**src/shared/fsei_pkg.sv**
```systemverilog
// Package for the flash status and error interrupt block
package fsei_pkg;
   localparam int          ADDR_W          = 8;
   localparam int          DATA_W          = 8;
   localparam logic [7:0]  OFF_CONFIG      = 8'h04;
   localparam logic [7:0]  OFF_ERR_EN      = 8'h05;
   localparam logic [7:0]  OFF_STATUS      = 8'h06;
   localparam logic [7:0]  OFF_ERR_STAT    = 8'h07;
   localparam logic [7:0]  OFF_IRQ_STAT    = 8'h08;
   localparam logic [7:0]  OFF_IRQ_MASK    = 8'h09;
   localparam int          BIT_CC          = 7;
   localparam int          BIT_ACCESS_ERROR_FLAG      = 5;
   localparam int          BIT_PVIOL       = 4;
   localparam int          BIT_BUSY        = 3;
   localparam int          BIT_DF          = 1;
   localparam int          BIT_SF          = 0;
   localparam int          BIT_CC_IE       = 7;
   localparam logic [7:0]  ERR_EN_MASK     = 8'h03;
   localparam logic [7:0]  CONFIG_MASK     = 8'h80;
   localparam logic [7:0]  IRQ_BITS_MASK   = 8'h0F;
   localparam logic [7:0]  RESET_ZERO      = 8'h00;
   // Event bits in the sticky status register
   localparam int          EV_DONE         = 0;
   localparam int          EV_ACCESS_ERROR_FLAG       = 1;
   localparam int          EV_PVIOL        = 2;
   localparam int          EV_FAULT        = 3;

   typedef struct packed {
      logic [ADDR_W-1:0] addr;
      logic [DATA_W-1:0] wdata;
      logic              wr;
      logic              rd;
   } fsei_bus_req_t;

   typedef struct packed {
      logic seq_violation;
      logic illegal_cmd;
      logic prot_violation;
      logic cmd_done;
      logic single_fault;
      logic double_fault;
   } fsei_events_t;
endpackage : fsei_pkg

```
**src/rtl/fsei_top.sv**
```systemverilog
// Flash command status, error flags and interrupt requests
//
// Summary of operation
// Reserved enable and status bits read zero
// Double fault interrupt gated by its enable
// Single fault interrupt gated by its enable
// Enable gates request only, never the flag
// Complete flag high when idle, low busy
// Writing one to complete flag launches command
// Access error set on sequence or illegal command
// Access error blocks launch and flag clear
// Access error cleared only by writing one
// Protection flag set on protected program/erase
// Protection flag cleared by writing one
// Protection flag blocks launch and new sequence
// Complete interrupt when enabled and flag set
// Busy flag reads one while command runs
// Double fault flag cleared by writing one
// Fault requests are levels following flag and enable
//
// Design decision made here: the address-and-strobe port.
`timescale 1ns/1ps
`default_nettype none
module fsei_top
   import fsei_pkg::*;
(
   input  wire logic                clk,
   input  wire logic                rst,
   input  wire fsei_bus_req_t       bus,
   output logic [DATA_W-1:0]        rdata,
   input  wire fsei_events_t        ev,
   output logic                     cmd_launch,
   output logic                     seq_allowed,
   output logic                     cc_irq,
   output logic                     sf_irq,
   output logic                     df_irq,
   output logic                     irq
);

   logic [7:0] cfg_reg;
   logic [7:0] err_en_reg;
   logic       cc_reg;
   logic       access_error_flag_reg;
   logic       pviol_reg;
   logic       sf_reg;
   logic       df_reg;
   logic [7:0] ist_reg;
   logic [7:0] imask_reg;
   logic       wr_status;
   logic       wr_err_stat;
   logic       launch_ok;
   logic       access_error_flag_set;
   logic [7:0] ev_vec;
   logic [7:0] rdata_next;

   function automatic logic wr_hit(input fsei_bus_req_t b, input logic [7:0] off);
      return b.wr && (b.addr == off);
   endfunction : wr_hit

   assign wr_status   = wr_hit(bus, OFF_STATUS);
   assign wr_err_stat = wr_hit(bus, OFF_ERR_STAT);
   // Launch needs idle controller and both error flags clear
   assign launch_ok   = wr_status && bus.wdata[BIT_CC] && cc_reg
                        && !access_error_flag_reg && !pviol_reg; // see R08 //
   assign access_error_flag_set  = ev.seq_violation || ev.illegal_cmd;

   always_ff @(posedge clk) begin
      if (rst) begin
         cfg_reg    <= RESET_ZERO;
         err_en_reg <= RESET_ZERO;
         imask_reg  <= RESET_ZERO;
      end else begin
         if (wr_hit(bus, OFF_CONFIG))
            cfg_reg <= bus.wdata & CONFIG_MASK;
         if (wr_hit(bus, OFF_ERR_EN))
            err_en_reg <= bus.wdata & ERR_EN_MASK;
         if (wr_hit(bus, OFF_IRQ_MASK))
            imask_reg <= bus.wdata & IRQ_BITS_MASK;
      end
   end

   // Unused enable bits are masked on write, so reads come back zero
   a_err_en_read: assert property (@(posedge clk) disable iff (rst)
      bus.rd && bus.addr == OFF_ERR_EN |=> rdata[7:2] == 6'h00)
      else $error("reserved enable bits read nonzero");

   // Command complete flag; completion or violation returns it high
   always_ff @(posedge clk) begin
      if (rst) begin
         cc_reg <= 1'b1;
      end else if (launch_ok) begin
         cc_reg <= 1'b0;
      end else if (!cc_reg && (ev.cmd_done || access_error_flag_set || ev.prot_violation)) begin
         cc_reg <= 1'b1;
      end
   end

   // Complete flag moves only on launch, completion or a violation
   a_cc_launch_low: assert property (@(posedge clk) disable iff (rst)
      launch_ok |=> !cc_reg && cmd_launch)
      else $error("launch did not clear complete flag");
   a_cc_low_hold: assert property (@(posedge clk) disable iff (rst)
      !cc_reg && !ev.cmd_done && !access_error_flag_set && !ev.prot_violation |=> !cc_reg)
      else $error("complete flag rose without an ending event");
   a_cc_done: assert property (@(posedge clk) disable iff (rst)
      !cc_reg && ev.cmd_done |=> cc_reg)
      else $error("complete flag not set on completion");
   a_cc_violation_end: assert property (@(posedge clk) disable iff (rst)
      !cc_reg && (access_error_flag_set || ev.prot_violation) |=> cc_reg)
      else $error("violation did not end the command");

   always_ff @(posedge clk) begin
      if (rst) begin
         cmd_launch <= 1'b0;
      end else begin
         cmd_launch <= launch_ok;
      end
   end

   a_launch_pulse: assert property (@(posedge clk) disable iff (rst)
      cmd_launch |=> !cmd_launch)
      else $error("launch pulse longer than one cycle");
   a_access_error_flag_blocks: assert property (@(posedge clk) disable iff (rst)
      access_error_flag_reg |=> !cmd_launch)
      else $error("launch while access error set");

   // Set wins over a same-cycle write-one clear
   always_ff @(posedge clk) begin
      if (rst) begin
         access_error_flag_reg <= 1'b0;
      end else if (access_error_flag_set) begin
         access_error_flag_reg <= 1'b1;
      end else if (wr_status && bus.wdata[BIT_ACCESS_ERROR_FLAG]) begin
         access_error_flag_reg <= 1'b0;
      end
   end

   // A zero written to the bit must leave the flag alone
   a_access_error_flag_set: assert property (@(posedge clk) disable iff (rst)
      access_error_flag_set |=> access_error_flag_reg)
      else $error("access error not set");
   a_access_error_flag_hold: assert property (@(posedge clk) disable iff (rst)
      access_error_flag_reg && !(wr_status && bus.wdata[BIT_ACCESS_ERROR_FLAG]) |=> access_error_flag_reg)
      else $error("access error cleared without write one");
   a_access_error_flag_clear: assert property (@(posedge clk) disable iff (rst)
      access_error_flag_reg && wr_status && bus.wdata[BIT_ACCESS_ERROR_FLAG] && !access_error_flag_set |=> !access_error_flag_reg)
      else $error("access error not cleared by write one");
   a_access_error_flag_keeps_cc: assert property (@(posedge clk) disable iff (rst)
      access_error_flag_reg && cc_reg |=> cc_reg)
      else $error("complete flag cleared while access error set");

   always_ff @(posedge clk) begin
      if (rst) begin
         pviol_reg <= 1'b0;
      end else if (ev.prot_violation) begin
         pviol_reg <= 1'b1;
      end else if (wr_status && bus.wdata[BIT_PVIOL]) begin
         pviol_reg <= 1'b0;
      end
   end

   // Protection flag stays until software writes one to it
   a_pviol_flag: assert property (@(posedge clk) disable iff (rst)
      ev.prot_violation ##1 !(wr_status && bus.wdata[BIT_PVIOL]) |=> pviol_reg)
      else $error("protection flag lost");
   a_pviol_hold: assert property (@(posedge clk) disable iff (rst)
      pviol_reg && !(wr_status && bus.wdata[BIT_PVIOL]) |=> pviol_reg)
      else $error("protection flag cleared without write one");
   a_pviol_clear: assert property (@(posedge clk) disable iff (rst)
      pviol_reg && wr_status && bus.wdata[BIT_PVIOL] && !ev.prot_violation |=> !pviol_reg)
      else $error("protection flag not cleared by write one");
   a_pviol_keeps_cc: assert property (@(posedge clk) disable iff (rst)
      pviol_reg && cc_reg |=> cc_reg)
      else $error("complete flag cleared while protection flag set");

   // Fault flags are never touched by the enables
   always_ff @(posedge clk) begin
      if (rst) begin
         sf_reg <= 1'b0;
         df_reg <= 1'b0;
      end else begin
         if (ev.single_fault)
            sf_reg <= 1'b1;
         else if (wr_err_stat && bus.wdata[BIT_SF])
            sf_reg <= 1'b0;
         if (ev.double_fault)
            df_reg <= 1'b1;
         else if (wr_err_stat && bus.wdata[BIT_DF])
            df_reg <= 1'b0;
      end
   end

   // Enables never reach the fault flags, only the requests
   a_df_clear: assert property (@(posedge clk) disable iff (rst)
      wr_err_stat && bus.wdata[BIT_DF] && !ev.double_fault |=> !df_reg ##1 !df_irq)
      else $error("double fault clear failed");
   a_df_keep: assert property (@(posedge clk) disable iff (rst)
      df_reg && !(wr_err_stat && bus.wdata[BIT_DF]) |=> df_reg)
      else $error("double fault flag lost");
   a_sf_keep: assert property (@(posedge clk) disable iff (rst)
      sf_reg && !(wr_err_stat && bus.wdata[BIT_SF]) |=> sf_reg)
      else $error("single fault flag lost");

   always_ff @(posedge clk) begin
      if (rst) begin
         seq_allowed <= 1'b1;
      end else begin
         seq_allowed <= !pviol_reg;
      end
   end

   // Sequence permission follows the flag one cycle late
   a_pviol_blocks: assert property (@(posedge clk) disable iff (rst)
      pviol_reg |=> !cmd_launch && !seq_allowed)
      else $error("launch or sequence while protection flag set");
   a_seq_follow: assert property (@(posedge clk) disable iff (rst)
      !pviol_reg |=> seq_allowed)
      else $error("sequence refused without protection flag");

   // Level requests, one cycle behind the flag
   always_ff @(posedge clk) begin
      if (rst) begin
         cc_irq <= 1'b0;
         sf_irq <= 1'b0;
         df_irq <= 1'b0;
      end else begin
         cc_irq <= cfg_reg[BIT_CC_IE] && cc_reg;
         sf_irq <= err_en_reg[BIT_SF] && sf_reg; // see R03 //
         df_irq <= err_en_reg[BIT_DF] && df_reg; // see R02 //
      end
   end

   // Requests lag their flag by one cycle, so checks look one edge on
   a_df_irq: assert property (@(posedge clk) disable iff (rst)
      df_reg && err_en_reg[BIT_DF] ##1 df_reg |-> df_irq)
      else $error("double fault request missing");
   a_df_irq_off: assert property (@(posedge clk) disable iff (rst)
      !err_en_reg[BIT_DF] |=> !df_irq)
      else $error("double fault request while disabled");
   a_sf_irq: assert property (@(posedge clk) disable iff (rst)
      !err_en_reg[BIT_SF] |=> !sf_irq)
      else $error("single fault request while disabled");
   a_sf_irq_on: assert property (@(posedge clk) disable iff (rst)
      sf_reg && err_en_reg[BIT_SF] |=> sf_irq)
      else $error("single fault request missing");
   a_cc_irq: assert property (@(posedge clk) disable iff (rst)
      cfg_reg[BIT_CC_IE] && cc_reg |=> cc_irq)
      else $error("complete request missing");
   a_cc_irq_off: assert property (@(posedge clk) disable iff (rst)
      !(cfg_reg[BIT_CC_IE] && cc_reg) |=> !cc_irq)
      else $error("complete request without flag and enable");

   always_comb begin
      ev_vec = 8'h00;
      ev_vec[EV_DONE]   = ev.cmd_done && !cc_reg;
      ev_vec[EV_ACCESS_ERROR_FLAG] = access_error_flag_set;
      ev_vec[EV_PVIOL]  = ev.prot_violation;
      ev_vec[EV_FAULT]  = ev.single_fault || ev.double_fault;
   end

   always_ff @(posedge clk) begin
      if (rst) begin
         ist_reg <= RESET_ZERO;
      end else begin
         if (wr_hit(bus, OFF_IRQ_STAT))
            ist_reg <= ((ist_reg & ~bus.wdata) | ev_vec) & IRQ_BITS_MASK;
         else
            ist_reg <= (ist_reg | ev_vec) & IRQ_BITS_MASK;
      end
   end

   always_ff @(posedge clk) begin
      if (rst) begin
         irq <= 1'b0;
      end else begin
         irq <= |(ist_reg & imask_reg);
      end
   end

   always_comb begin
      rdata_next = 8'h00;
      unique case (bus.addr)
         OFF_CONFIG:   rdata_next = cfg_reg;
         OFF_ERR_EN:   rdata_next = err_en_reg;
         OFF_STATUS:   rdata_next = {cc_reg, 1'b0, access_error_flag_reg, pviol_reg,
                                     !cc_reg, 3'b000}; // see R01 //
         OFF_ERR_STAT: rdata_next = {6'h00, df_reg, sf_reg};
         OFF_IRQ_STAT: rdata_next = ist_reg;
         OFF_IRQ_MASK: rdata_next = imask_reg;
         default:      rdata_next = 8'h00;
      endcase
   end

   always_ff @(posedge clk) begin
      if (rst) begin
         rdata <= 8'h00;
      end else begin
         rdata <= bus.rd ? rdata_next : 8'h00;
      end
   end

   // Busy is derived from the complete flag, so the two never disagree
   a_busy_read: assert property (@(posedge clk) disable iff (rst)
      bus.rd && bus.addr == OFF_STATUS |=> rdata[BIT_BUSY] == !rdata[BIT_CC]
      && rdata[6] == 1'b0)
      else $error("status read inconsistent");

endmodule : fsei_top
`default_nettype wire

```
**config.mk**
```make
export PLATFORM = sky130hd
export DESIGN_NAME = fsei_top
export DESIGN_NICKNAME = d
export VERILOG_FILES = /design/src/shared/fsei_pkg.sv /design/src/rtl/fsei_top.sv
export SDC_FILE = /design/constraint.sdc
export NUM_CORES = 1
export LEC_CHECK = 0
export BUFFER_PORTS_ARGS = -buffer_cell sky130_fd_sc_hd__buf_4
export CORE_AREA = 2 2 56 58
export CTS_CLUSTER_DIAMETER = 30
export CTS_CLUSTER_SIZE = 14
export DETAILED_ROUTE_END_ITERATION = 7
export DIE_AREA = 0 0 58 60
export PLACE_DENSITY_LB_ADDON = 0.05
export SYNTH_ARGS = -nofsm -noshare
export SYNTH_HDL_FRONTEND = slang
export SYNTH_SLANG_ARGS = --single-unit
```
**constraint.sdc**
```tcl
create_clock -name clk -period 2.2 [get_ports clk]
set_input_delay 0.22 -clock clk [delete_from_list [all_inputs] [get_ports clk]]
set_output_delay 0.22 -clock clk [all_outputs]
set_load 0.02 [all_outputs]
```
==> results.py, run 1 <==
metrics = {
    "clock_tree": {
        "hold_buffers": 0,
        "clk_latency_ps": 320,
        "clockBufferDepth": 2,
        "cts_tree": "done",
        "clock-sinks": 29,
        "post_cts_buffers": 0,
        "root_buffer": "clkbuf_4",
        "path_clk_slew_ps": 100,
        "cts.repair.resized": 0,
        "cts_max_level": 2,
        "cts_inserted_buffers": 5,
    },
    "layout": {
        "syn_to_final_growth_pct": 29.1,
        "drive_gt1_share_pct": 30.6,
        "insertedDiodeCount": 0,
        "instances_no_fill": 203,
        "final_common_cell": "buf_4",
        "largest_reg_flops": 7,
        "fin_nets": 195,
        "layout_common_cells": "38 x buf_4, 29 x dfxtp_1, 11 x nor2_1, 7 x and3_1, 7 x mux2i_1",
    },
    "power": {
        "power_switching_uw": 238,
        "cellInternalPower_uw": 772,
        "vdd_drop_max_mv": 0.499,
        "p_comb_share_pct": 10.5,
        "fin_total_pwr_uw": 1010,
        "p_sw_share_pct": 23.6,
        "clockPowerShare_pct": 35.7,
        "power_frac_seq_pct": 53.7,
        "power_density_nw_per_um2": 624,
        "power_leakage_uw": 0.000683,
    },
    "die": {
        "coreArea_um2": 2900,
        "dieHeight_um": 60,
        "initial_core_util_pct": 43.2,
        "io-pin-count": 40,
        "fp-row-count": 20,
        "die_area_um2": 3480,
        "die_x_um": 58,
    },
    "route": {
        "drc": 0,
        "antenna_left": 0,
        "vias": 1154,
        "firstDrtPassIters": 4,
        "via_per_inst": 5.68,
        "wl_per_cell_um": 14.8,
        "first_iter_violations": 41,
        "wirelength_mm": 3.00,
    },
    "global_routing": {
        "antenna_found_initial": 0,
        "gr-total-overflow": 0,
        "grt_max_degree": 19,
        "grt_pass1_vias": 1086,
        "grt_pass1_wl_mm": 5.13,
        "grt_usage_pct": 20.0,
    },
    "timing": {
        "finalHoldViolCount": 0,
        "fin_crit_sh_pct": 59.2,
        "setup_tns_ps": 0,
        "slew-limit-headroom_pct": 64.4,
        "rsz0062_at_grt": "no",
        "layout_min_cycle_time_ps": 1300,
        "worstMarginPinSlew_ps": 530,
        "finalSetupViolations": 0,
        "maxClockFrequency_ghz": 0.768,
        "finClkSkew_ps": 11.9,
        "drv_slew": 0,
    },
    "setup_path": {
        "worstPathCellList": "buf_4 > or3b_1 > or3_4 > a31o_1",
        "required_ps": 2420,
        "worst-path-buf-inv": 1,
        "crit_family": "simple AND/OR/NAND/NOR gates",
        "endpoint_kind": "register",
        "slowest_stage": "or3b_1",
        "worstPathMaxFanout": 11,
        "cp_data_arrival_time_ps": 1520,
        "slowest_delay_ps": 500,
        "worstSetupPathType": "in -> reg",
        "start_kind": "input pin",
    },
    "synthesis": {
        "syn_avg_cell_area_um2": 9.57,
        "ys_types": 44,
        "synth-main-ff-cell": "dfxtp_1",
        "synth-async-reset-ratio_pct": 0,
        "syn-num-nets": 157,
        "synth_top_area_share_pct": 46.3,
        "synth_top_cell_by_area": "dfxtp_1",
        "syn_area_um2": 1250,
        "syn-instance-count": 131,
        "synth-seq-cells": 29,
        "yosys-top-cells-area": "dfxtp_1 46%, mux2i_1 5.6%, nor3b_1 3.6%",
        "yosysWarnings": 0,
        "ys_seq_area_share_pct": 46.3,
        "synth_edf_count": 0,
    },
    "placement": {
        "hpwl_mm": 2.29,
        "portBuffers": 37,
        "placed_cells": 195,
        "place_congestion": 0.818,
    },
    "status": {
        "status": "finished clean",
    },
    "hold_path": {
        "hp-class": "in -> reg",
    },
    "run": {
        "maxCapViolations": 0,
    },
}
[power groups by stage]
stage	combinational, uW	clock (uW)	sequential (uW)
5_1_grt	118	398	545
4_1_cts	106	370	543
6_report	106	361	543
2_1_floorplan	50.5	0	554
3_3_place_gp	105	0	555
3_5_place_dp	106	0	556
[logic make-up after synthesis]
logic type	share of synthesized area [%]
mux	7.39
buf+inv	3.39
flops	46.3
simple gates	26.4
other cells	0.299
compound gates	16.2
[final timing paths]
path	startpoint	to	slack, ps	cells after the start
hold reg to reg	pviol_reg	seq_allowed	450	1
setup / recovery	bus[11]	imask_reg[2]	900	4
setup reg to reg	cc_reg	cc_reg	1110	3
hold / removal	bus[5]	ist_reg[3]	90	2
[final cells by class]
class                      count  area (um2)
clock buffer                   7        65.1
multi-input combinational     92         631
sequential                    29         581
timing repair buffer          38         285
inverter                       3        11.3
fill                         279        1280
tap                           33        41.3
clock inverter                 1        5.00
[routing by layer]
metal	track usage [%]	part of all wire [%]
met4	10.3	1.7
met5	0	0
met1	24.8	44
met3	5.19	6.0
met2	32.0	48
[synth_stat cells (all sizes together) (3+ instances only)]
master  count
nor3b       6
nor3        4
clkbuf      5
nor2       11
and3        7
inv         3
nand4       3
mux2i       7
nand2       6
or3b        3
a211oi      3
dfxtp      29
o311ai      3
o21ai       4
[metrics by stage]
stage	hold WS [ps]	cell area, um2	util, %	worst slack, ps
floorplan	320	1250	-	774
global placement	421	1550	53.4	570
detailed placement	424	1550	53.4	563
CTS	76.2	1620	55.8	906
global route	64.8	1620	55.8	869
finish	85.8	1620	55.8	898
(Power assumes the default switching activity.)
==> run 2: changes to the inputs <==
Clock period 2.2 ns to 1.2 ns, I/O delays scaled along.
==> run 2 against run 1 <==
  * Flip-flop and latch count did not move
  * Sequential share of layout area fell by 1.9 points
  * Hold slack got worse by 79 ps
  * Cell area rose by 5.7%
  * Wire length rose by 8.2%
  * Die area did not move
  * Clock skew fell by 10 ps
  * Sequential power rose by 83%
  * Non-clock buffer count rose by 14
  * Critical path depth fell by 1
==> results.py, run 2 (synthesis results as in run 1) <==
metrics = {
    "status": {
        "status": "finished clean",
    },
    "global_routing": {
        "grt_pass1_wl_mm": 5.26,
        "grt_max_degree": 12,
        "gr-total-overflow": 0,
        "grt_pass1_vias": 1163,
        "grt_usage_pct": 20.5,
        "antenna_found_initial": 0,
    },
    "timing": {
        "fin_crit_sh_pct": 93.4,
        "drv_slew": 0,
        "setup_ws_ps": 79.6,
        "finClkSkew_ps": 1.84,
        "rsz0062_at_grt": "no",
        "layout_min_cycle_time_ps": 1120,
        "maxClockFrequency_ghz": 0.893,
        "finalSetupViolations": 0,
        "finalHoldViolCount": 0,
    },
    "clock_tree": {
        "cts_inserted_buffers": 5,
        "path_clk_slew_ps": 80,
        "root_buffer": "clkbuf_4",
        "cts_max_level": 2,
        "clockBufferDepth": 2,
        "cts_tree": "done",
        "clock-sinks": 29,
        "clk_latency_ps": 320,
    },
    "die": {
        "fp-row-count": 20,
        "initial_core_util_pct": 43.2,
        "die_x_um": 58,
        "coreArea_um2": 2900,
        "io-pin-count": 40,
        "dieHeight_um": 60,
        "die_area_um2": 3480,
    },
    "setup_path": {
        "worstSetupPathType": "reg -> reg",
        "worstPathMaxFanout": 5,
        "slowest_delay_ps": 400,
        "slowest_stage": "dfxtp_1",
        "worstPathCellList": "nor4bb_1 > nand4_1 > o21a_1",
        "cp_data_arrival_time_ps": 1340,
        "rr_startpoint": "cc_reg",
        "critPathLaunch": "cc_reg",
        "endpoint_kind": "register",
        "required_ps": 1420,
        "start_kind": "register",
    },
    "placement": {
        "place_congestion": 0.828,
        "placed_area_um2": 1650,
        "post-place-ws_ps": -239,
        "hpwl_mm": 2.52,
        "placed_cells": 208,
        "portBuffers": 37,
    },
    "layout": {
        "final_common_cell": "buf_4",
        "instances_no_fill": 216,
        "final_util_pct": 59.0,
        "fin_area_um2": 1710,
        "layout_common_cells": "51 x buf_4, 29 x dfxtp_1, 11 x nor2_1, 7 x and3_1, 7 x mux2i_1",
        "insertedDiodeCount": 0,
        "syn_to_final_growth_pct": 36.5,
        "largest_reg_flops": 7,
        "drive_gt1_share_pct": 34.4,
        "fin_nets": 209,
    },
    "route": {
        "vias": 1219,
        "first_iter_violations": 34,
        "wl_per_cell_um": 15.0,
        "via_per_inst": 5.64,
        "antenna_left": 0,
        "firstDrtPassIters": 4,
        "wirelength_mm": 3.24,
        "drc": 0,
    },
    "hold_path": {
        "holdCritStartpoint": "bus[6]",
        "hp-class": "in -> reg",
    },
    "power": {
        "vdd_drop_max_mv": 0.897,
        "power_density_nw_per_um2": 1060,
        "fin_total_pwr_uw": 1810,
        "power_leakage_uw": 0.000741,
    },
    "run": {
        "maxCapViolations": 0,
    },
}
-- run 2: cell count changes in the layout (fill, tap and decap cells not counted) --
cell	change
clkbuf_8	-1
buf_4	+13
clkbuf_1	+1
dlygate4sd3_1	+1
clkinv_2	-1
-- run 2: timing repair --
action                                  4_1_cts  5_1_grt
setup buffers                                 0        0
endpoints found under the hold margin         1        0
hold buffers                                  1        0
endpoints found under the setup margin        0        0
gates resized for setup                       0        0
-- run 2: path summary, 6_finish.rpt --
| path | to | slack [ps] | cells after the start |
|---|---|---|---|
| worst min-delay path | pviol_reg | 6 | 2 |
| worst max-delay path | cc_reg | 80 | 3 |
| worst min register to register | seq_allowed | 450 | 1 |
| worst max register to register | cc_reg | 80 | 3 |
-- run 2: layout make-up --
class / count / area, um2
well taps: 33 / 41.3
fillers: 256 / 1190
multi-input cells: 92 / 631
flip-flops and latches: 29 / 581
repair buffers: 52 / 393
inverters: 3 / 11.3
clock buffers: 7 / 55.1
-- run 2: power by group --
group          switching (uW)  internal [uW]
combinational             106            118
clock                     315            276
sequential               15.2            981
-- run 2: routing by layer --
layer / GRT usage, % / vias up / wire (um)
li1: - / 595 / -
met1: 24.5 / 576 / 1400
met2: 34.1 / 42 / 1580
met3: 5.63 / 6 / 214
met4: 9.63 / 0 / 46
met5: 0 / - / 0
-- run 2: critical path, delay by kind of cell (launching register included) --
family           cells  cell delay [ps]
AND/OR/NAND/NOR      2              420
flip-flops           1              400
AO/OA/AOI/OAI        1              200
-- run 2: metrics by stage --
step	hold WS, ps	setup TNS (ps)
2_1_floorplan	220	-85.5
3_3_place_gp	322	-1230
3_5_place_dp	321	-1300
4_1_cts	0.713	0
5_1_grt	22.7	0
6_report	6.45	0
==> run 3: changes to the inputs <==
Settings changed: CELL_PAD_IN_SITES_DETAIL_PLACEMENT from default to 0, CELL_PAD_IN_SITES_GLOBAL_PLACEMENT from default to 1, CORE_AREA 2 2 56 58 to 2 2 63 65, CTS_CLUSTER_SIZE 14 to 16, DIE_AREA 0 0 58 60 to 0 0 65 67.
==> run 3 against run 2 <==
  * Clock-buffer cell count increased by 1
  * Maximum frequency shrank 2.6%
  * Total power grew 9.7%
  * Critical endpoint is now imask_reg[2]
  * Flip-flop and latch count is the same
  * Non-clock buffer count stayed put
  * Die area up 25%
==> results.py, run 3 (synthesis results as in run 1) <==
metrics = {
    "clock_tree": {
        "path_clk_slew_ps": 60,
        "clock-sinks": 29,
        "cts_tree": "done",
        "cts_max_level": 2,
        "clk_latency_ps": 280,
        "cts_inserted_buffers": 5,
        "root_buffer": "clkbuf_8",
        "clockBufferDepth": 2,
    },
    "die": {
        "io-pin-count": 40,
        "initial_core_util_pct": 34.8,
        "fp-row-count": 22,
        "die_x_um": 65,
        "coreArea_um2": 3610,
        "die_area_um2": 4360,
        "dieHeight_um": 67,
    },
    "status": {
        "status": "finished clean",
    },
    "route": {
        "first_iter_violations": 45,
        "vias": 1215,
        "wl_per_cell_um": 15.1,
        "antenna_left": 0,
        "via_per_inst": 5.24,
        "wirelength_mm": 3.50,
        "drc": 0,
        "firstDrtPassIters": 4,
    },
    "placement": {
        "portBuffers": 37,
        "hpwl_mm": 2.78,
        "place_congestion": 0.763,
        "post-place-ws_ps": -240,
    },
    "layout": {
        "final_common_cell": "buf_4",
        "syn_to_final_growth_pct": 40.3,
        "fin_nets": 209,
        "insertedDiodeCount": 0,
        "fillers": 360,
        "largest_reg_flops": 7,
        "layout_common_cells": "52 x buf_4, 29 x dfxtp_1, 11 x nor2_1, 7 x and3_1, 7 x mux2i_1",
        "final_util_pct": 48.8,
        "drive_gt1_share_pct": 34.8,
    },
    "setup_path": {
        "cp_data_arrival_time_ps": 1320,
        "worstSetupPathType": "in -> reg",
        "required_ps": 1370,
        "ff2ff_setup_slack_ps": 110,
        "endpoint_kind": "register",
        "worstPathMaxFanout": 7,
        "start_kind": "input pin",
    },
    "timing": {
        "drv_slew": 0,
        "setup_tns_ps": 0,
        "setup_ws_ps": 49.3,
        "rsz0062_at_grt": "no",
        "layout_min_cycle_time_ps": 1150,
        "maxClockFrequency_ghz": 0.869,
        "fin_crit_sh_pct": 95.9,
        "finalHoldViolCount": 0,
        "finalSetupViolations": 0,
        "finClkSkew_ps": 3.94,
    },
    "global_routing": {
        "grt_usage_pct": 18.3,
        "gr-total-overflow": 0,
        "grt_pass1_wl_mm": 5.89,
        "grt_pass1_vias": 1197,
        "grt_max_degree": 16,
        "antenna_found_initial": 0,
    },
    "hold_path": {
        "hp-class": "in -> reg",
    },
    "power": {
        "fin_total_pwr_uw": 1990,
        "vdd_drop_max_mv": 0.408,
        "power_leakage_uw": 0.000750,
        "power_density_nw_per_um2": 1130,
    },
    "run": {
        "maxCapViolations": 0,
    },
}
-- run 3: changes by cell type in the layout (fill, tap and decap cells not counted) --
cell,before,now
clkbuf_1,1,3
nor4bb_2,0,1
nor4bb_1,1,0
buf_4,51,52
clkbuf_4,5,0
clkbuf_8,1,5
dlygate4sd3_1,1,0
-- run 3: path summary, 6_finish.rpt --
kind | startpoint | end | depth (start not counted)
setup / recovery | bus[11] | imask_reg[2] | 4
hold / removal | bus[5] | ist_reg[3] | 2
setup reg to reg | cc_reg | cc_reg | 3
hold reg to reg | pviol_reg | seq_allowed | 1
-- run 3: power by group --
group	internal [uW]	total (uW)	switching (uW)
clock	411	760	349
combinational	118	227	109
sequential	982	999	17.2
total	1510	1990	475
-- run 3: timing repair --
action	in CTS	in global routing
setup endpoints to repair	0	1
resized for setup	0	1
hold buffers	0	0
setup buffers	0	0
-- run 3: per-layer routing --
layer,wire [um],GRT usage [%]
met1,1600,22.6
met2,1680,29.9
met3,195,5.91
met4,30,6.38
met5,0,0
-- run 3: final cells by class --
class / count / area (um2) / share of cell area [%]
clock buffers: 8 / 80.1 / 4.55
inverters: 3 / 11.3 / 0.640
multi-input cells: 92 / 637 / 36.2
flip-flops and latches: 29 / 581 / 33.0
well taps: 48 / 60.1 / 3.41
repair buffers: 52 / 390 / 22.2
-- run 3: worst max-delay path, stage by stage --
cell and delay [ps]:
buf_4 110, or3b_1 480, or3_4 430, a31o_1 180
-- run 3: metrics by stage --
step                std cells  hold slack (ps)  area (um2)
finish                    232             31.4        1760
detailed placement        224              326        1670
CTS                       232             28.1        1750
floorplan                 131              220        1260
global route              232             17.2        1760
global placement          224              320        1670
